File: src/hdl/swc_pkg.sv
/*
 sweep control sequencer package: port addresses, field positions,
 holdoff timing and sequencer states.
 assumes a 100 MHz system clock.
*/
package swc_pkg;
   localparam int CLOCK_NS = 10;
   localparam logic [7:0] RATE_PORT_ADDR = 8'h0F;
   localparam logic [7:0] HOLD_PORT_ADDR = 8'h1F;
   localparam logic [7:0] RATE_PORT_RESET = 8'h00;
   localparam logic [7:0] HOLD_PORT_RESET = 8'h00;
   localparam int ADDR_POLL_BIT = 7;
   // sweep rate port fields
   localparam int SINGLE_CMD_BIT = 0;
   localparam int SINGLE_MODE_BIT = 2;
   localparam int DECADE_LSB = 3;
   localparam int STEP_LSB = 5;
   localparam int RATE_CODE_LSB = 3;
   localparam logic [4:0] RATE_MANUAL = 5'h1F;
   localparam logic [4:0] RATE_EXTERNAL = 5'h0F;
   localparam logic [1:0] DECADE_FAST = 2'h3;
   localparam logic [1:0] DECADE_MID = 2'h1;
   localparam logic [1:0] DECADE_SLOW = 2'h0;
   // holdoff port fields
   localparam int ABORT_CMD_BIT = 0;
   localparam int EXTEND_A_BIT = 4;
   localparam int EXTEND_B_BIT = 5;
   localparam int END_IRQ_EN_BIT = 6;
   // holdoff timing: least times, rounded up to whole cycles
   localparam int HOLD_WIDTH = 13;
   localparam int HOLD_BASE_NS = 10000;
   localparam int HOLD_DECADE_NS = 10000;
   localparam int HOLD_EXT_A_NS = 5000;
   localparam int HOLD_EXT_B_NS = 10000;
   localparam logic [HOLD_WIDTH-1:0] HOLD_BASE_CYC = HOLD_WIDTH'((HOLD_BASE_NS + CLOCK_NS - 1) / CLOCK_NS);
   localparam logic [HOLD_WIDTH-1:0] HOLD_DECADE_CYC = HOLD_WIDTH'((HOLD_DECADE_NS + CLOCK_NS - 1) / CLOCK_NS);
   localparam logic [HOLD_WIDTH-1:0] HOLD_EXT_A_CYC = HOLD_WIDTH'((HOLD_EXT_A_NS + CLOCK_NS - 1) / CLOCK_NS);
   localparam logic [HOLD_WIDTH-1:0] HOLD_EXT_B_CYC = HOLD_WIDTH'((HOLD_EXT_B_NS + CLOCK_NS - 1) / CLOCK_NS);
   typedef enum logic [2:0]
   {
      SWC_SWEEP = 3'b001,
      SWC_HOLDOFF = 3'b010,
      SWC_ARMED = 3'b100
   } swc_phase_type;
endpackage

File: src/hdl/swc_holdoff.sv
/*
 holdoff timer: counts a loaded number of cycles after a start pulse.
 assumes start is a pulse from a flip-flop in the sequencer: one cycle long, except that it stays high for as long as an abort command lasts.
*/
`timescale 1ns/1ns
module swc_holdoff
#(
   parameter int WIDTH = swc_pkg::HOLD_WIDTH
)
(
   input wire logic clock,
   input wire logic rst_n,
   input wire logic start,
   input wire logic [WIDTH-1:0] length,
   output logic done
);
   typedef struct packed
   {
      logic [WIDTH-1:0] count;
      logic done;
   } swc_hold_state_type;

   swc_hold_state_type r;
   swc_hold_state_type next_r;

   // masking with start hides a stale done from the previous interval
   assign done = r.done & ~start;

   always_comb
   begin
      next_r = r;
      if (start)
      begin
         next_r.count = length;
         next_r.done = 1'b0;
      end
      else if (!r.done)
      begin
         if (r.count <= WIDTH'(1))
            next_r.done = 1'b1;
         next_r.count = r.count - WIDTH'(1);
      end
   end

   always_ff @(posedge clock)
   begin
      if (!rst_n)
      begin
         r.count <= '0;
         r.done <= 1'b1;
      end
      else
         r <= next_r;
   end

   a_hold_restart: assert property (@(posedge clock) disable iff (!rst_n)
      start && length > WIDTH'(2) |=> !done ##1 !done)
      else $error("holdoff finished too early after start");
endmodule

File: src/hdl/swc_sequencer.sv
/*
 sweep control sequencer: host port decode and latching, pulsed commands,
 sweep end / holdoff / trigger enable / restart cycle, single sweep, abort,
 end-of-sweep service request with serial poll and clear.
 assumes all inputs synchronous to clock; ramp_at_end is a level from the
 end-of-sweep comparator; the open-collector lines are resolved outside.
*/
// Contract
// - sweep end: set cycle, blank, discharge
// - holdoff begins immediately at sweep end
// - slower sweep rates get longer holdoff
// - two extension bits lengthen holdoff
// - holdoff done, not single: enable trigger
// - trigger path low when disabled, else fires
// - trigger path rise restarts the sweep
// - single sweep: one sweep per host command
// - abort pulse ends sweep, awaits trigger
// - decode two ports, active-low strobes
// - latch data at strobe rising edge
// - pulsed bits: strobe gated with data
// - bits seven to three select rate
// - bits four, three choose decade
// - bits seven to five choose step
// - codes for manual and external drive
// - bit two single mode, bit zero command
// - bit six enables end interrupt
// - pending request pulls service line low
// - poll with bit seven reads, pull data four
// - poll without bit seven clears request
`timescale 1ns/1ns
module swc_sequencer
(
   input wire logic clock,
   input wire logic rst_n,
   input wire logic [7:0] addr,
   input wire logic [7:0] data_in,
   input wire logic data_valid,
   input wire logic poll,
   input wire logic ramp_at_end,
   input wire logic trigger_in,
   input wire logic free_run,
   input wire logic service_request_n_in,
   output logic rate_port_strobe_n,
   output logic hold_port_strobe_n,
   output logic single_cmd_pulse_n,
   output logic abort_cmd_pulse_n,
   output logic [1:0] decade_range,
   output logic [2:0] rate_step,
   output logic manual_scan,
   output logic external_drive,
   output logic single_sweep_mode,
   output logic holdoff_extend_a,
   output logic holdoff_extend_b,
   output logic end_interrupt_enable,
   output logic sweep_cycle,
   output logic sweep_gate_active,
   output logic ramp_discharge,
   output logic trigger_enable,
   output logic trigger_path_out,
   output logic service_request_n_out,
   output logic service_request_n_oe_n,
   output logic data_bit_four_out,
   output logic data_bit_four_oe_n
);
   typedef struct packed
   {
      swc_pkg::swc_phase_type phase;
      logic [7:0] rate_reg;
      logic [7:0] hold_reg;
      logic [7:0] sample;
      logic rate_sel_d;
      logic hold_sel_d;
      logic rate_strobe_n;
      logic hold_strobe_n;
      logic single_pulse_n;
      logic abort_pulse_n;
      logic single_fired;
      logic trig_prev;
      logic manual;
      logic external;
      logic trig_out;
      logic trig_en;
      logic hold_start;
      logic pending;
      logic gate;
      logic discharge;
      logic read_drive;
   } swc_state_type;

   swc_state_type r;
   swc_state_type next_r;
   logic addr_bit_seven;
   logic rate_sel;
   logic hold_sel;
   logic single_cmd;
   logic abort_cmd;
   logic special_mode;
   logic sweep_end;
   logic irq_set;
   logic irq_clear;
   logic poll_read;
   logic hold_done;
   logic [swc_pkg::HOLD_WIDTH-1:0] hold_length;
   logic [4:0] rate_code;

   assign addr_bit_seven = addr[swc_pkg::ADDR_POLL_BIT];
   assign rate_sel = data_valid && addr == swc_pkg::RATE_PORT_ADDR;
   assign hold_sel = data_valid && addr == swc_pkg::HOLD_PORT_ADDR;
   // command pulses last exactly as long as data valid
   assign single_cmd = rate_sel && data_in[swc_pkg::SINGLE_CMD_BIT];
   assign abort_cmd = hold_sel && data_in[swc_pkg::ABORT_CMD_BIT];
   assign rate_code = r.rate_reg[7:swc_pkg::RATE_CODE_LSB];
   assign special_mode = rate_code == swc_pkg::RATE_MANUAL || rate_code == swc_pkg::RATE_EXTERNAL;
   assign sweep_end = r.phase == swc_pkg::SWC_SWEEP && ramp_at_end && !special_mode;
   assign irq_set = sweep_end && r.hold_reg[swc_pkg::END_IRQ_EN_BIT];
   assign poll_read = poll && addr_bit_seven;
   assign irq_clear = poll && !addr_bit_seven;

   // slower decades and each extension bit add their own share
   always_comb
   begin
      hold_length = swc_pkg::HOLD_BASE_CYC;
      case (r.rate_reg[swc_pkg::DECADE_LSB +: 2])
         swc_pkg::DECADE_FAST: hold_length = hold_length;
         swc_pkg::DECADE_MID: hold_length = hold_length + swc_pkg::HOLD_DECADE_CYC;
         swc_pkg::DECADE_SLOW: hold_length = hold_length + (swc_pkg::HOLD_DECADE_CYC << 1);
         default: hold_length = hold_length;
      endcase
      if (r.hold_reg[swc_pkg::EXTEND_A_BIT])
         hold_length = hold_length + swc_pkg::HOLD_EXT_A_CYC;
      if (r.hold_reg[swc_pkg::EXTEND_B_BIT])
         hold_length = hold_length + swc_pkg::HOLD_EXT_B_CYC;
   end

   swc_holdoff #(.WIDTH(swc_pkg::HOLD_WIDTH)) u_holdoff
   (
      .clock(clock),
      .rst_n(rst_n),
      .start(r.hold_start),
      .length(hold_length),
      .done(hold_done)
   );

   always_comb
   begin
      next_r = r;
      next_r.hold_start = 1'b0;
      next_r.trig_out = 1'b0;
      // port strobes and pulsed bits follow the bus one cycle later, through flip-flops
      next_r.rate_sel_d = rate_sel;
      next_r.hold_sel_d = hold_sel;
      next_r.rate_strobe_n = !rate_sel;
      next_r.hold_strobe_n = !hold_sel;
      next_r.single_pulse_n = !single_cmd;
      next_r.abort_pulse_n = !abort_cmd;
      if (data_valid)
         next_r.sample = data_in;
      // data is latched when the strobe rises, i.e. data valid ends
      if (r.rate_sel_d && !rate_sel)
         next_r.rate_reg = r.sample;
      if (r.hold_sel_d && !hold_sel)
         next_r.hold_reg = r.sample;
      // cleared once, as the command pulse ends: clearing on every cycle of a
      // long pulse would re-arm a sweep that has already started
      if (!single_cmd && !r.single_pulse_n)
         next_r.single_fired = 1'b0;
      next_r.trig_prev = trigger_in;

      case (r.phase)
         swc_pkg::SWC_SWEEP:
         begin
            if (sweep_end || abort_cmd)
            begin
               next_r.phase = swc_pkg::SWC_HOLDOFF;
               next_r.hold_start = 1'b1;
            end
         end
         swc_pkg::SWC_HOLDOFF:
         begin
            if (abort_cmd)
               next_r.hold_start = 1'b1;
            else if (hold_done && !r.hold_start)
               next_r.phase = swc_pkg::SWC_ARMED;
         end
         swc_pkg::SWC_ARMED:
         begin
            if (abort_cmd)
            begin
               next_r.phase = swc_pkg::SWC_HOLDOFF;
               next_r.hold_start = 1'b1;
            end
            else if (r.trig_en && (free_run || (trigger_in && !r.trig_prev)))
            begin
               next_r.trig_out = 1'b1;
               next_r.phase = swc_pkg::SWC_SWEEP;
               next_r.single_fired = 1'b1;
            end
         end
         default:
         begin
            next_r.phase = swc_pkg::SWC_HOLDOFF;
            next_r.hold_start = 1'b1;
         end
      endcase

      // manual and external drive keep the cycle flip-flop reset
      if (special_mode)
      begin
         next_r.phase = swc_pkg::SWC_SWEEP;
         next_r.hold_start = 1'b0;
      end

      // enable only once armed; single mode also needs a host command
      next_r.trig_en = next_r.phase == swc_pkg::SWC_ARMED
         && (!r.rate_reg[swc_pkg::SINGLE_MODE_BIT] || !next_r.single_fired);
      next_r.gate = next_r.phase == swc_pkg::SWC_SWEEP;
      next_r.discharge = next_r.phase != swc_pkg::SWC_SWEEP;
      next_r.manual = next_r.rate_reg[7:swc_pkg::RATE_CODE_LSB] == swc_pkg::RATE_MANUAL;
      next_r.external = next_r.rate_reg[7:swc_pkg::RATE_CODE_LSB] == swc_pkg::RATE_EXTERNAL;

      // a new sweep end beats a clear arriving in the same cycle
      if (irq_set)
         next_r.pending = 1'b1;
      else if (irq_clear)
         next_r.pending = 1'b0;
      next_r.read_drive = poll_read && r.pending;
   end

   always_ff @(posedge clock)
   begin
      if (!rst_n)
      begin
         r.phase <= swc_pkg::SWC_HOLDOFF;
         r.rate_reg <= swc_pkg::RATE_PORT_RESET;
         r.hold_reg <= swc_pkg::HOLD_PORT_RESET;
         r.sample <= 8'h00;
         r.rate_sel_d <= 1'b0;
         r.hold_sel_d <= 1'b0;
         r.rate_strobe_n <= 1'b1;
         r.hold_strobe_n <= 1'b1;
         r.single_pulse_n <= 1'b1;
         r.abort_pulse_n <= 1'b1;
         r.single_fired <= 1'b1;
         r.trig_prev <= 1'b0;
         r.manual <= 1'b0;
         r.external <= 1'b0;
         r.trig_out <= 1'b0;
         r.trig_en <= 1'b0;
         r.hold_start <= 1'b1;
         r.pending <= 1'b0;
         r.gate <= 1'b0;
         r.discharge <= 1'b1;
         r.read_drive <= 1'b0;
      end
      else
         r <= next_r;
   end

   assign rate_port_strobe_n = r.rate_strobe_n;
   assign hold_port_strobe_n = r.hold_strobe_n;
   assign single_cmd_pulse_n = r.single_pulse_n;
   assign abort_cmd_pulse_n = r.abort_pulse_n;
   assign decade_range = r.rate_reg[swc_pkg::DECADE_LSB +: 2];
   assign rate_step = r.rate_reg[swc_pkg::STEP_LSB +: 3];
   assign manual_scan = r.manual;
   assign external_drive = r.external;
   assign single_sweep_mode = r.rate_reg[swc_pkg::SINGLE_MODE_BIT];
   assign holdoff_extend_a = r.hold_reg[swc_pkg::EXTEND_A_BIT];
   assign holdoff_extend_b = r.hold_reg[swc_pkg::EXTEND_B_BIT];
   assign end_interrupt_enable = r.hold_reg[swc_pkg::END_IRQ_EN_BIT];
   assign sweep_cycle = r.discharge;
   assign sweep_gate_active = r.gate;
   assign ramp_discharge = r.discharge;
   assign trigger_enable = r.trig_en;
   assign trigger_path_out = r.trig_out;
   // open-collector lines only ever pull low
   assign service_request_n_out = 1'b0;
   assign service_request_n_oe_n = !r.pending;
   assign data_bit_four_out = 1'b0;
   assign data_bit_four_oe_n = !r.read_drive;

   a_end_blanks: assert property (@(posedge clock) disable iff (!rst_n)
      sweep_end |=> !sweep_gate_active && ramp_discharge)
      else $error("sweep end did not blank and discharge");

   a_holdoff_start: assert property (@(posedge clock) disable iff (!rst_n)
      sweep_end && !special_mode |=> r.hold_start && r.phase == swc_pkg::SWC_HOLDOFF)
      else $error("holdoff did not start at sweep end");

   a_trig_low_hold: assert property (@(posedge clock) disable iff (!rst_n)
      r.phase == swc_pkg::SWC_HOLDOFF |-> !trigger_path_out && !trigger_enable)
      else $error("trigger path active during holdoff");

   a_free_run_fire: assert property (@(posedge clock) disable iff (!rst_n)
      trigger_enable && free_run && !abort_cmd && !special_mode |=> trigger_path_out)
      else $error("free run did not fire at once");

   a_restart_sweep: assert property (@(posedge clock) disable iff (!rst_n)
      trigger_path_out |-> sweep_gate_active && !ramp_discharge)
      else $error("trigger rise did not restart sweep");

   a_single_once: assert property (@(posedge clock) disable iff (!rst_n)
      trigger_path_out && single_sweep_mode && !single_cmd |=> !trigger_enable [*2])
      else $error("single sweep re-armed without host command");

   a_abort_ends: assert property (@(posedge clock) disable iff (!rst_n)
      abort_cmd && !special_mode |=> !sweep_gate_active ##1 !trigger_enable)
      else $error("abort did not end the sweep");

   a_srq_pending: assert property (@(posedge clock) disable iff (!rst_n)
      irq_set |=> !service_request_n_oe_n)
      else $error("sweep end request not raised");

   a_poll_read: assert property (@(posedge clock) disable iff (!rst_n)
      poll_read && r.pending |=> !data_bit_four_oe_n)
      else $error("poll read did not pull data four");

   a_clear_req: assert property (@(posedge clock) disable iff (!rst_n)
      irq_clear && !irq_set |=> service_request_n_oe_n)
      else $error("clear did not release service request");

   a_port_latch: assert property (@(posedge clock) disable iff (!rst_n)
      rate_sel ##1 !rate_sel |=> r.rate_reg == $past(r.sample))
      else $error("rate port not latched at strobe rise");
endmodule

File: config.mk
export PLATFORM = sky130hd
export DESIGN_NAME = swc_sequencer
export DESIGN_NICKNAME = d
export VERILOG_FILES = /design/src/hdl/swc_pkg.sv /design/src/hdl/swc_holdoff.sv /design/src/hdl/swc_sequencer.sv
export SDC_FILE = /design/constraint.sdc
export NUM_CORES = 1
export LEC_CHECK = 0
export ABC_AREA = 1
export BUFFER_PORTS_ARGS = -buffer_cell sky130_fd_sc_hd__buf_2
export CELL_PAD_IN_SITES_DETAIL_PLACEMENT = 2
export CELL_PAD_IN_SITES_GLOBAL_PLACEMENT = 2
export CORE_MARGIN = 2
export CORE_UTILIZATION = 30
export DETAILED_ROUTE_END_ITERATION = 10
export PLACE_DENSITY_LB_ADDON = 0.05
export REMOVE_ABC_BUFFERS = 1
export SKIP_CTS_REPAIR_TIMING = 1
export SYNTH_ARGS = -nofsm -noshare
export SYNTH_HDL_FRONTEND = slang
export SYNTH_SLANG_ARGS = --single-unit
File: constraint.sdc
create_clock -name clock -period 2.5 [get_ports clock]
set_input_delay 0.375 -clock clock [delete_from_list [all_inputs] [get_ports clock]]
set_output_delay 0.375 -clock clock [all_outputs]
set_load 0.05 [all_outputs]
Word level (Yosys, flattened, before mapping):

Index checks and enable logic that the tools add are counted.

* $add $sub $neg: 3
* multiply operators: 0
* div/mod/pow operators: 0
* order comparisons: 1
* eq/ne operators: 14
* shift-type cells: 0
* muxes and demuxes: 25
* bitwise gates (word level): 4
* reductions and logical operators: 38

Operator list (number)
* 2-to-1 mux 14 bit: 2
* 2-to-1 mux 13 bit: 2
* one-hot mux 12 bit (2 select lines): 1
* 2-to-1 mux 3 bit: 6
* logical AND 1 bit: 17
* adder 13 x 10 -> 13 bit, second input constant: 1
* adder 13 x 9 -> 13 bit, second input constant: 1
* less-or-equal comparator 13 x 1 -> 1 bit, second input constant: 1
* logical NOT 1 bit: 13
* subtractor 13 x 1 -> 13 bit, second input constant: 1
* 2-to-1 mux 1 bit: 11
* == test 5 x 4 -> 1 bit, second input constant: 2
* == test 5 bit, second input constant: 2
* one-hot mux 3 bit (3 select lines): 1
* == test 8 x 4 -> 1 bit, second input constant: 1
* == test 8 x 5 -> 1 bit, second input constant: 1
* 2-to-1 mux 8 bit: 1
* == test 3 x 1 -> 1 bit, second input constant: 2
* == test 3 bit, second input constant: 2
* logical OR 1 bit: 4
* == test 3 x 2 -> 1 bit, second input constant: 1
* inequality test 3 x 1 -> 1 bit, second input constant: 1
* NOT 1 bit: 3
* OR reduction 3 bit: 1
* 7 further kinds: 7

* flip-flop bits (word level): 57
* latch bits: 0
* RAM bits: 0
* bits in read-only memories: 0
* bits of input ports: 24
* output and inout port bits: 24
* memories kept: 0

Depth between registers and ports, before layout:

Gate-level depths: netlist of run 1.

* depth in word-level cells: 12
* gate-level depth with buffers: 10
* depth with buffers taken out: 10

By module:

Synthesis of run 1 repeated with hierarchy kept, for this count alone.

* cell total of the unflattened synthesis: 374
* area total of the unflattened synthesis: 2608.8 um2

Modules (own cells, without submodules)
* swc_sequencer: times used 1, cells each 218, area an instance 1630.3 um2
* swc_holdoff: times used 1, cells each 156, area an instance 978.4 um2

Worst setup path before layout of run 1:

No wires, ideal clock.

* path kind: reg2reg
* start: register r, in the netlist holdoff_extend_a
* end: register u_holdoff.r[12] (netlist name)
* arrival: 1764 ps
* slack: 604 ps
* cell stages (with the launch flop): 9
* cell sequence: dfxtp_1 > inv_1 > o21ai_0 > inv_1 > ha_1 > nand2_1 > o21ai_0 > a21oi_1 > a21oi_1

* word-level cells in the longest chain between the ends: 4

Ends and longest elaborated chain
* start: declaration: RTL line swc_sequencer.sv:90 `swc_state_type r;`
* start signal: assignment: RTL line swc_sequencer.sv:256 `r <= next_r;`
* 2-to-1 mux 13 bit *: RTL line swc_sequencer.sv:129 `if (r.hold_reg[swc_pkg::EXTEND_A_BIT])`
* adder 13 x 10 -> 13 bit: RTL line swc_sequencer.sv:132 `hold_length = hold_length + swc_pkg::HOLD_EXT_B_CYC;`
* 2-to-1 mux 13 bit *: RTL line swc_sequencer.sv:131 `if (r.hold_reg[swc_pkg::EXTEND_B_BIT])`
* 2-to-1 mux 14 bit *: RTL line swc_holdoff.sv:32 `if (start)`
* end signal: assignment: RTL line swc_holdoff.sv:53 `r <= next_r;`
* end: declaration: RTL line swc_holdoff.sv:23 `swc_hold_state_type r;`

Every way passes the cells marked *; elsewhere a longest branch is shown, timed or not.
A chain may end at the register's enable or synchronous reset.

Worst setup path after layout of run 1:

* start: register r, in the netlist decade_range[0]
* end: register u_holdoff.r[12] (netlist name)

* word-level cells in the longest chain between the ends: 7
* elaborated cells between the ends (all ways): 8
* classes of those cells: 2 x add/sub; 1 x eq/ne; 4 x mux; 1 x reduce/logical

Ends and longest elaborated chain
* == test 2 x 1 -> 1 bit / logical NOT 2 bit (equally long branches): RTL line swc_sequencer.sv:123 `case (r.rate_reg[swc_pkg::DECADE_LSB +: 2])`
* one-hot mux 12 bit (2 select lines) *: RTL line swc_sequencer.sv:123
* adder 13 x 9 -> 13 bit: RTL line swc_sequencer.sv:130 `hold_length = hold_length + swc_pkg::HOLD_EXT_A_CYC;`
* 2-to-1 mux 13 bit *: RTL line swc_sequencer.sv:129
* adder 13 x 10 -> 13 bit: RTL line swc_sequencer.sv:132
* 2-to-1 mux 13 bit *: RTL line swc_sequencer.sv:131
* 2-to-1 mux 14 bit *: RTL line swc_holdoff.sv:32

Marked as above.

==> results of run 1 <==
## metrics by stage
stage,instance area (um2),hold slack (ns),cells,utilization
floorplan,2290,0.424,318,-
global placement,2650,0.438,466,0.345
detailed placement,2650,0.447,466,0.345
CTS,2770,0.262,474,0.360
global route,2770,0.266,474,0.360
finish,2770,0.270,474,0.360
## power by group through the flow
stage / clock network [uW] / registers [uW] / logic, uW
floorplan: 0 / 892 / 233
global placement: 0 / 898 / 339
detailed placement: 0 / 901 / 348
CTS: 626 / 882 / 352
global route: 657 / 891 / 399
finish: 598 / 880 / 341
## cell families after synthesis
family / Yosys count / synth area share
and+or+nand+nor: 156 / 0.304
AOI/OAI and AO/OA: 51 / 0.118
xor gates and xnor gates: 4 / 0.0148
other: 1 / 0.00158
buffers and inverters: 64 / 0.115
DFF: 49 / 0.414
adders and majority gates: 6 / 0.0317
## area by class of cell
cell class	count	area, um2
Fill cell	929	4920
Multi-Input combinational cell	219	1120
Sequential cell	49	981
Timing Repair Buffer	46	238
Inverter	50	188
Tap cell	102	128
Clock buffer	7	86.3
Clock inverter	1	30.0
## layer usage
metal / vias up / track usage
met5: - / 0
met4: 0 / 0.0404
met3: 4 / 0.0285
met2: 32 / 0.289
met1: 1043 / 0.209
li1: 1132 / -
## placed cells by master (no fill, tap or decap), drive strengths merged
master / netlist / routed
a21boi: 1 / 1
a21oi: 19 / 19
a31oi: 7 / 7
and2: 1 / 1
buf: 10 / 46
bufinv: 0 / 1
clkbuf: 4 / 7
conb: 1 / 2
dfxtp: 49 / 49
ha: 6 / 6
inv: 50 / 50
nand2: 64 / 64
nand2b: 1 / 1
nand3: 34 / 34
nand3b: 2 / 2
nand4: 7 / 7
nor2: 38 / 38
nor3: 4 / 4
nor3b: 1 / 1
nor4: 1 / 1
o211ai: 1 / 1
o21ai: 19 / 19
o21bai: 2 / 2
o22ai: 2 / 2
or2: 3 / 3
xor2: 4 / 4
## sequential cells by signal, indices dropped and copies added, names as in the netlist, 2 cells and up
name and flops:
rate_step 3, r 16, decade_range 2, u_holdoff.r 14
## worst max-delay path by stage
stage	from	end	slack, ns	cells after the start
finish	decade_range[0]$_SDFF_PN0_	u_holdoff.r[12]$_SDFFE_PN0P_	0.45	9
global route	decade_range[0]$_SDFF_PN0_	u_holdoff.r[12]$_SDFFE_PN0P_	0.25	9
CTS	decade_range[0]$_SDFF_PN0_	u_holdoff.r[12]$_SDFFE_PN0P_	0.39	9
detailed placement	decade_range[0]$_SDFF_PN0_	u_holdoff.r[12]$_SDFFE_PN0P_	0.44	9
global placement	decade_range[0]$_SDFF_PN0_	u_holdoff.r[12]$_SDFFE_PN0P_	0.52	9
floorplan	decade_range[1]$_SDFF_PN0_	u_holdoff.r[12]$_SDFFE_PN0P_	0.30	10
## critical path, delay by kind of cell (launching register included)
family / cells / cell delay [ns]
AOI/OAI and AO/OA: 4 / 0.56
adders and majority gates: 2 / 0.60
buffers and inverters: 1 / 0.09
DFF: 1 / 0.43
and+or+nand+nor: 2 / 0.26
==> metrics.md, run 1 <==
| Metric | Value |
|---|---|
| Status | `finished clean` |
| CTS Buf Count | `5` |
| Ratio of total power to cell area | `approximately 660 nW/um2` |
| Setup TNS | `0 ns` |
| Startpoint types | `flop` |
| Number of vias per cell | `4.66` |
| Number of synthesized flops with an enable pin | `0` |
| Drt first pass iters | `4` |
| Leak Pwr | `~0.0013 uW` |
| Crit path kind | `flop to flop` |
| Post-DRT Antenna Nets | `0` |
| Critical path fanouts, max | `6` |
| Root buffer cell | `clkbuf_8` |
| Worst min path class | `primary input to flop` |
| Synth area leader | `dfxtp_1` |
| GP Congestion | `~0.75` |
| GRT Resource Usage Total | `0.165` |
| Pre-CTS WS | `roughly 0.44 ns` |
| Dominant cells by area after synthesis | `dfxtp_1, nand2_1, inv_1, nand3_1, nor2_1` |
| Slew Limit Fails | `0` |
| Post-synth top area share | `0.414` |
| Sequential power share | `0.484` |
| DP HPWL | `~5200 um` |
| Slowest CP cell | `dfxtp_1` |
| RR Startpoint | `decade_range[0]$_SDFF_PN0_` |
| Aggregate global routing overflow | `0` |
| Final net count | `around 400` |
| Ys async rst share | `0` |
| Most frequent cells after synthesis | `nand2_1, dfxtp_1, inv_1, nor2_1, nand3_1` |
| Met2 WL | `between 3000 and 4000 um` |
| Final worst slack | `0.451 ns` |
| First-pass GRT wire length | `11,300 um` |
| Die area | `around 8600 um2` |
| Vias | `roughly 2,200` |
| Worst Hold Path EP | `r[9]$_SDFF_PN0_` |
| Max Cap Viol | `0` |
| Initial Util | `0.308` |
| HP Start | `trigger_in` |
| CP Data Required Time | `2.69 ns` |
| Largest net degree at the start of global routing | `18` |
| Final Skew | `between 0.009 and 0.01 ns` |
| DRT met1 WL | `3090 um` |
| Int Pwr | `roughly 1300 uW` |
| Cells after synthesis | `331` |
| Worst-Skew Late Latency | `around 0.3 ns` |
| DRC | `0` |
| Worst R2R Setup Slack | `between 0.4 and 0.5 ns` |
| Count leader, synth | `nand2_1` |
| Netlist Area Pre-Place | `roughly 2400 um2` |
| Ports | `48` |
| Syn. warnings | `0` |
| Antenna violations before repair | `0` |
| # diodes | `0` |
| WL/cell | `14.0 um` |
| Worst-path clk slew | `0.09 ns` |
| Highest Signal Layer | `met4` |
| Die width | `between 90 and 100 um` |
| Combinational fraction of design power | `0.188` |
| Clk pwr share | `0.329` |
| Total Wirelength | `around 6600 um` |
| Cell Chain, Critical Path | `nand2_1 -> ha_1 -> o21ai_0 -> inv_1 -> ha_1 -> nand2_1 -> o21ai_0 -> a21oi_1 -> a21oi_1` |
| FMAX | `0.488 GHz` |
| Vias in the first global route | `approximately 2,300` |
| Tmin final | `2.05 ns` |
| Sink Count | `slightly below 50` |
| Synth Area per Inst | `about 7 um2` |
| Final hold vios | `0` |
| Net switching power | `548 uW` |
| WP data arrival | `between 2 and 2.5 ns` |
| Seq/Total Area, Yosys | `0.414` |
| Depth of the worst register-to-register path | `9` |
| CTS max path bufs | `2` |
| PortBufs | `43` |
| CTS tree | `built` |
| Core area | `7690 um2` |
| Met3 Routed Length | `roughly 200 um` |
| Maximum VDD drop | `approximately 0.00024 V` |
| CP Capture Type | `flop` |
| Layout cells sized above 1 | `0.177` |
| Area grow syn2layout | `17.0%` |
| RSZ-0062 raised after global routing | `false` |
| Synth cell types | `34` |
| Row count | `32` |
| R2r endpoint | `u_holdoff.r[12]$_SDFFE_PN0P_` |
| CP max stage delay | `0.43 ns` |
| Die Y | `about 93 um` |
| Switching part of the total | `0.301` |
| Hold Path Depth | `3` |
| Final Cycle Share | `0.820` |
| H-tree levels | `2` |
| Prevailing post-synth register cell | `dfxtp_1` |
| Synthesized flop and latch total | `a little under 50` |
| Final Power | `1820 uW` |
| Final Setup Violations | `0` |
| 1st-iter DRT viols | `44` |
Power figures use the tool's default switching activity.
==> run 2: changes to the inputs <==
- ABC_AREA: 1 -> 0
- CORE_UTILIZATION: 30 -> 29
- clock period: 2.5 -> 1.7 ns (I/O delays scaled with it)
==> run 2 against run 1 <==
Against the previous run:
- the run now ends with setup timing left
- sequential power increased by 48%
- wire length decreased by 0.44%
- worst hold slack got worse by 0.12 ns
- design area increased by 10%
- final cell count decreased by 11%
- clock power increased by 49%
- synthesized cell count decreased by 23%
- clock skew decreased by 0.0042 ns
- non-clock buffer count increased by 29
==> metrics.md, run 2 <==
| Metric | Value |
|---|---|
| Status | `finished, violations left` |
| H-tree levels | `2` |
| Rel. slew slack | `0.648` |
| CP Data Required Time | `1.91 ns` |
| Ys async rst share | `0` |
| Startpoint types | `flop` |
| DRT met1 WL | `3080 um` |
| RR Startpoint | `decade_range[0]$_SDFF_PN0_` |
| Cells after DPL | `between 400 and 500` |
| CP Capture Point | `u_holdoff.r[13]$_SDFFE_PN0P_` |
| Met2 WL | `3290 um` |
| Seq/Total Area, Yosys | `0.420` |
| Ratio of total power to cell area | `887 nW/um2` |
| Synth cell types | `50` |
| Final Cycle Share | `1.04` |
| Die area | `around 8800 um2` |
| WL/cell | `15.7 um` |
| Max Cap Viol | `0` |
| Number of flip-flops in the largest register | `16` |
| First-pass GRT wire length | `11,000 um` |
| Tmin final | `roughly 1.8 ns` |
| CTS max path bufs | `2` |
| Vias | `between 2,000 and 2,500` |
| Depth of the worst register-to-register path | `10` |
| Util after Layout | `0.394` |
| Prevailing post-synth register cell | `dfxtp_1` |
| Initial Util | `0.301` |
| FMAX | `between 0.5 and 0.6 GHz` |
| Count leader, synth | `dfxtp_1` |
| Final hold vios | `0` |
| GP Congestion | `about 0.67` |
| Crit path kind | `flop to flop` |
| Final Skew | `0.00522 ns` |
| WP data arrival | `about 2.0 ns` |
| Synthesized flop and latch total | `49` |
| Aggregate global routing overflow | `0` |
| 1st-iter DRT viols | `53` |
| Synth Area per Inst | `9.12 um2` |
| Largest net degree at the start of global routing | `24` |
| Maximum VDD drop | `between 0.0002 and 0.0003 V` |
| Area occupied by registers | `slightly below 1000 um2` |
| Most frequent cells in the layout | `dfxtp_1, buf_2, buf_4` |
| DP HPWL | `roughly 5000 um` |
| Die width | `93.8 um` |
| # diodes | `0` |
| Syn. warnings | `0` |
| Critical path fanouts, max | `3` |
| Final Power | `around 2700 uW` |
| Highest Signal Layer | `met4` |
| Final worst slack | `-0.0690 ns` |
| Commonest non-fill, non-tap cell in the layout | `dfxtp_1` |
| Vias in the first global route | `between 2,000 and 2,500` |
| Post-synth top area share | `0.420` |
| Final Setup Violations | `1` |
| Synth area leader | `dfxtp_1` |
| Layout cells sized above 1 | `0.342` |
| Area grow syn2layout | `31.0%` |
| Met3 Routed Length | `roughly 200 um` |
| Filler cells | `around 900` |
| Number of vias per cell | `roughly 4.9` |
| Cells after synthesis | `256` |
| Biggest register | `r` |
| Final net count | `348` |
| Area occupied by multi-input gates | `~1300 um2` |
| R2r endpoint | `u_holdoff.r[13]$_SDFFE_PN0P_` |
| Root buffer cell | `clkbuf_8` |
| Most frequent cells after synthesis | `dfxtp_1, nor2_1, inv_1, mux2i_1` |
| Ports | `48` |
| Sink Count | `49` |
| RSZ-0062 raised after global routing | `true` |
| Worst min path class | `primary input to flop` |
| Antenna violations before repair | `0` |
| Total Wirelength | `approximately 6600 um` |
| Post-DRT Antenna Nets | `0` |
| Die Y | `93.8 um` |
| Slew Limit Fails | `0` |
| PortBufs | `43` |
| Leak Pwr | `0.00140 uW` |
| CP Capture Type | `flop` |
| Worst slew pin tran | `about 0.53 ns` |
| DRC | `0` |
| Worst-Skew Late Latency | `0.30 ns` |
| CP startpoint | `decade_range[0]$_SDFF_PN0_` |
| Hold slack | `0.153 ns` |
| Setup TNS | `-0.0690 ns` |
| Core area | `between 7000 and 8000 um2` |
| Worst-path clk slew | `about 0.09 ns` |
| Failing checks | `setup timing` |
| Row count | `32` |
| Netlist Area Pre-Place | `between 2000 and 2500 um2` |
| CTS tree | `built` |
| Dominant cells by area after synthesis | `dfxtp_1, mux2i_1, nor2_1, xor2_1, ha_1` |
| GRT Resource Usage Total | `0.161` |
| Worst R2R Setup Slack | `-0.07 ns` |
| Drt first pass iters | `4` |
| Number of synthesized flops with an enable pin | `0` |
| CTS Buf Count | `5` |
| Post-Layout Cell Count | `between 400 and 500` |
run 2: worst min-delay path by stage:
stage	from	end	slack, ns	cells past startpoint
2_1_floorplan	data_in[0]	abort_cmd_pulse_n$_SDFF_PN1_	0.32	1
3_3_place_gp	data_in[0]	single_cmd_pulse_n$_SDFF_PN1_	0.46	2
3_5_place_dp	r[3]$_SDFFE_PN0P_	r[0]$_SDFF_PN0_	0.47	2
4_1_cts	data_in[0]	single_cmd_pulse_n$_SDFF_PN1_	0.15	2
5_1_grt	data_in[0]	abort_cmd_pulse_n$_SDFF_PN1_	0.16	2
6_report	data_in[0]	abort_cmd_pulse_n$_SDFF_PN1_	0.15	2
run 2: stage by stage:
stage / worst slack, ns / cell area [um2]
final: -0.0690 / 3060
after detailed placement: -0.234 / 2800
after CTS: -0.273 / 2920
after global placement: -0.143 / 2800
after global routing: -0.143 / 3060
after floorplan: -0.565 / 2230
run 2: routing by layer:
layer	track usage	vias to the layer above
met3	0.0313	4
met4	0.0471	0
met1	0.202	998
li1	-	1010
met2	0.278	31
met5	0	-
run 2: kinds of logic after synthesis:
group,after synthesis,share of synthesized area
multiplexers,15,0.0643
other,1,0.00161
XOR/XNOR,14,0.0525
adder cells (fa/ha/maj),6,0.0321
buffers and inverters,39,0.0766
AO/OA/AOI/OAI,47,0.152
AND/OR/NAND/NOR,85,0.201
flip-flops,49,0.420
run 2: critical path, stage by stage (launching register included):
cell	delay, ns
dfxtp_4	0.38
nor2_4	0.11
inv_2	0.05
ha_4	0.26
nand2_2	0.05
o31a_1	0.14
inv_2	0.08
ha_4	0.13
nand2_4	0.05
xnor2_2	0.16
a2111oi_2	0.28
run 2: area by class of cell:
type | instances | area share
clock inverter | 1 | 0.00982
sequential | 49 | 0.323
inverter | 18 | 0.0221
tap | 102 | 0.0417
multi-input combinational | 169 | 0.422
timing repair buffer | 75 | 0.153
clock buffer | 7 | 0.0282
run 2: report_power, final:
part	total, uW	internal (uW)	switching (uW)
Clock	891	481	410
Sequential	1300	1220	74.7
Combinational	528	236	292
Total	2710	1940	777
==> run 3: changes to the inputs <==
- CORE_UTILIZATION: 29 -> 35
- SLEW_MARGIN: default -> 20
- clock period: 1.7 -> 2.1 ns (I/O delays scaled with it)
==> run 3 against run 2 <==
Against the previous run:
- the run now ends clean
- sequential share of layout area rose by 3.1 points
- via count fell by 3.6%
- clock skew rose by 0.00053 ns
- fmax fell by 10%
- non-clock buffer count fell by 19
- sequential power fell by 17%
- flip-flop and latch count did not move
- die area fell by 16%
==> metrics.md, run 3 (synthesis results as in run 2) <==
| Metric | Value |
|---|---|
| H-tree levels | `2` |
| Max Cap Viol | `0` |
| Number of vias per cell | `5.22` |
| Depth of the worst register-to-register path | `9` |
| DRC | `0` |
| Hold Path Depth | `2` |
| Cell Chain, Critical Path | `nand2b_1 -> ha_1 -> nand2_1 -> o31a_1 -> inv_1 -> ha_1 -> nand2_1 -> xnor2_1 -> a2111oi_1` |
| Most frequent cells in the layout | `dfxtp_1, buf_2, nor2_1` |
| Slowest CP cell | `a2111oi_1` |
| R2r endpoint | `u_holdoff.r[13]$_SDFFE_PN0P_` |
| Rel. slew slack | `0.593` |
| Total Wirelength | `about 6100 um` |
| # diodes | `0` |
| HP Start | `data_in[0]` |
| GP Congestion | `about 0.73` |
| Slew Limit Fails | `0` |
| Layout cells sized above 1 | `0.243` |
| Util after Layout | `0.434` |
| Antenna violations before repair | `0` |
| 1st-iter DRT viols | `23` |
| CTS tree | `built` |
| Number of flip-flops in the largest register | `16` |
| DP Area | `between 2000 and 3000 um2` |
| CP Capture Type | `flop` |
| Vias | `between 1,500 and 2,000` |
| CTS Buf Count | `5` |
| RR Startpoint | `decade_range[1]$_SDFF_PN0_` |
| Post-DRT Antenna Nets | `0` |
| Largest net degree at the start of global routing | `23` |
| RSZ-0062 raised after global routing | `false` |
| Critical path fanouts, max | `4` |
| Die Y | `around 86 um` |
| Drt first pass iters | `4` |
| Vias in the first global route | `2,155` |
| Core area | `around 6400 um2` |
| Die area | `7340 um2` |
| Ratio of total power to cell area | `a little under 800 nW/um2` |
| Worst slew pin tran | `0.609 ns` |
| Leak Pwr | `0.00126 uW` |
| Row count | `29` |
| Final hold vios | `0` |
| DP HPWL | `approximately 4500 um` |
| Crit path kind | `flop to flop` |
| WL/cell | `roughly 16 um` |
| Final Cycle Share | `0.936` |
| Startpoint types | `flop` |
| Worst min path class | `primary input to flop` |
| CP Data Required Time | `approximately 2.3 ns` |
| Maximum VDD drop | `0.000285 V` |
| Worst-path clk slew | `approximately 0.09 ns` |
| Ports | `48` |
| Design Area, Final | `approximately 2800 um2` |
| Worst-Skew Late Latency | `about 0.31 ns` |
| CP max stage delay | `0.37 ns` |
| Setup TNS | `0 ns` |
| WP data arrival | `about 2.2 ns` |
| Final Skew | `between 0.005 and 0.006 ns` |
| Root buffer cell | `clkbuf_8` |
| Aggregate global routing overflow | `0` |
| Status | `finished clean` |
| Tmin final | `1.97 ns` |
| GRT Resource Usage Total | `0.182` |
| Sink Count | `49` |
| Final Setup Violations | `0` |
| FMAX | `0.509 GHz` |
| Biggest register | `r` |
| Die width | `between 80 and 90 um` |
| Final net count | `around 330` |
| First-pass GRT wire length | `around 10,000 um` |
| Worst R2R Setup Slack | `between 0.1 and 0.15 ns` |
| PortBufs | `between 40 and 50` |
| Worst Hold Path EP | `abort_cmd_pulse_n$_SDFF_PN1_` |
| Area grow syn2layout | `18.7%` |
| Initial Util | `0.366` |
| Commonest non-fill, non-tap cell in the layout | `dfxtp_1` |
| CTS max path bufs | `2` |
## run 3: how the worst max path moves through the flow
stage                               startpoint                            to  cells past startpoint
global placement    decade_range[1]$_SDFF_PN0_  u_holdoff.r[13]$_SDFFE_PN0P_                     10
detailed placement  decade_range[1]$_SDFF_PN0_  u_holdoff.r[13]$_SDFFE_PN0P_                     10
finish              decade_range[1]$_SDFF_PN0_  u_holdoff.r[13]$_SDFFE_PN0P_                      9
CTS                 decade_range[1]$_SDFF_PN0_  u_holdoff.r[13]$_SDFFE_PN0P_                     10
global route        decade_range[1]$_SDFF_PN0_  u_holdoff.r[13]$_SDFFE_PN0P_                     10
floorplan           decade_range[0]$_SDFF_PN0_  u_holdoff.r[13]$_SDFFE_PN0P_                      9
## run 3: layout make-up
| class | count | area, um2 |
|---|---|---|
| Clock inverter | 3 | 65.1 |
| Tap cell | 77 | 96.3 |
| Clock buffer | 5 | 68.8 |
| Fill cell | 755 | 3610 |
| Inverter | 18 | 67.6 |
| Sequential cell | 49 | 981 |
| Timing Repair Buffer | 56 | 313 |
| Multi-Input combinational cell | 169 | 1180 |
## run 3: metrics by stage
step / hold WS [ns] / setup slack, ns / total power [uW] / cells
final: 0.215 / 0.135 / 2200 / 377
after global routing: 0.206 / 0.0103 / 2340 / 377
after CTS: 0.207 / 0.0953 / 2240 / 377
after detailed placement: 0.452 / 0.169 / 1430 / 369
after global placement: 0.449 / 0.247 / 1410 / 369
after floorplan: 0.377 / -0.165 / 1300 / 236
## run 3: critical path, delay by kind of cell (launching register included)
family | cells | cell delay (ns)
AOI/OAI and AO/OA | 2 | 0.55
adders and majority gates | 2 | 0.48
DFF | 1 | 0.35
and+or+nand+nor | 3 | 0.34
xor gates and xnor gates | 1 | 0.07
buffers and inverters | 1 | 0.06
## run 3: metal layers
layer,vias up,GRT usage,wire length (um)
li1,970,-,-
met1,962,0.225,2760
met2,32,0.321,3050
met4,0,0.0519,78
met5,-,0,0
met3,5,0.0375,195
## run 3: power by group
group / total (uW) / internal, uW / switching (uW)
clock: 801 / 473 / 328
combinational: 326 / 145 / 181
sequential: 1080 / 990 / 86.0
total: 2200 / 1610 / 595
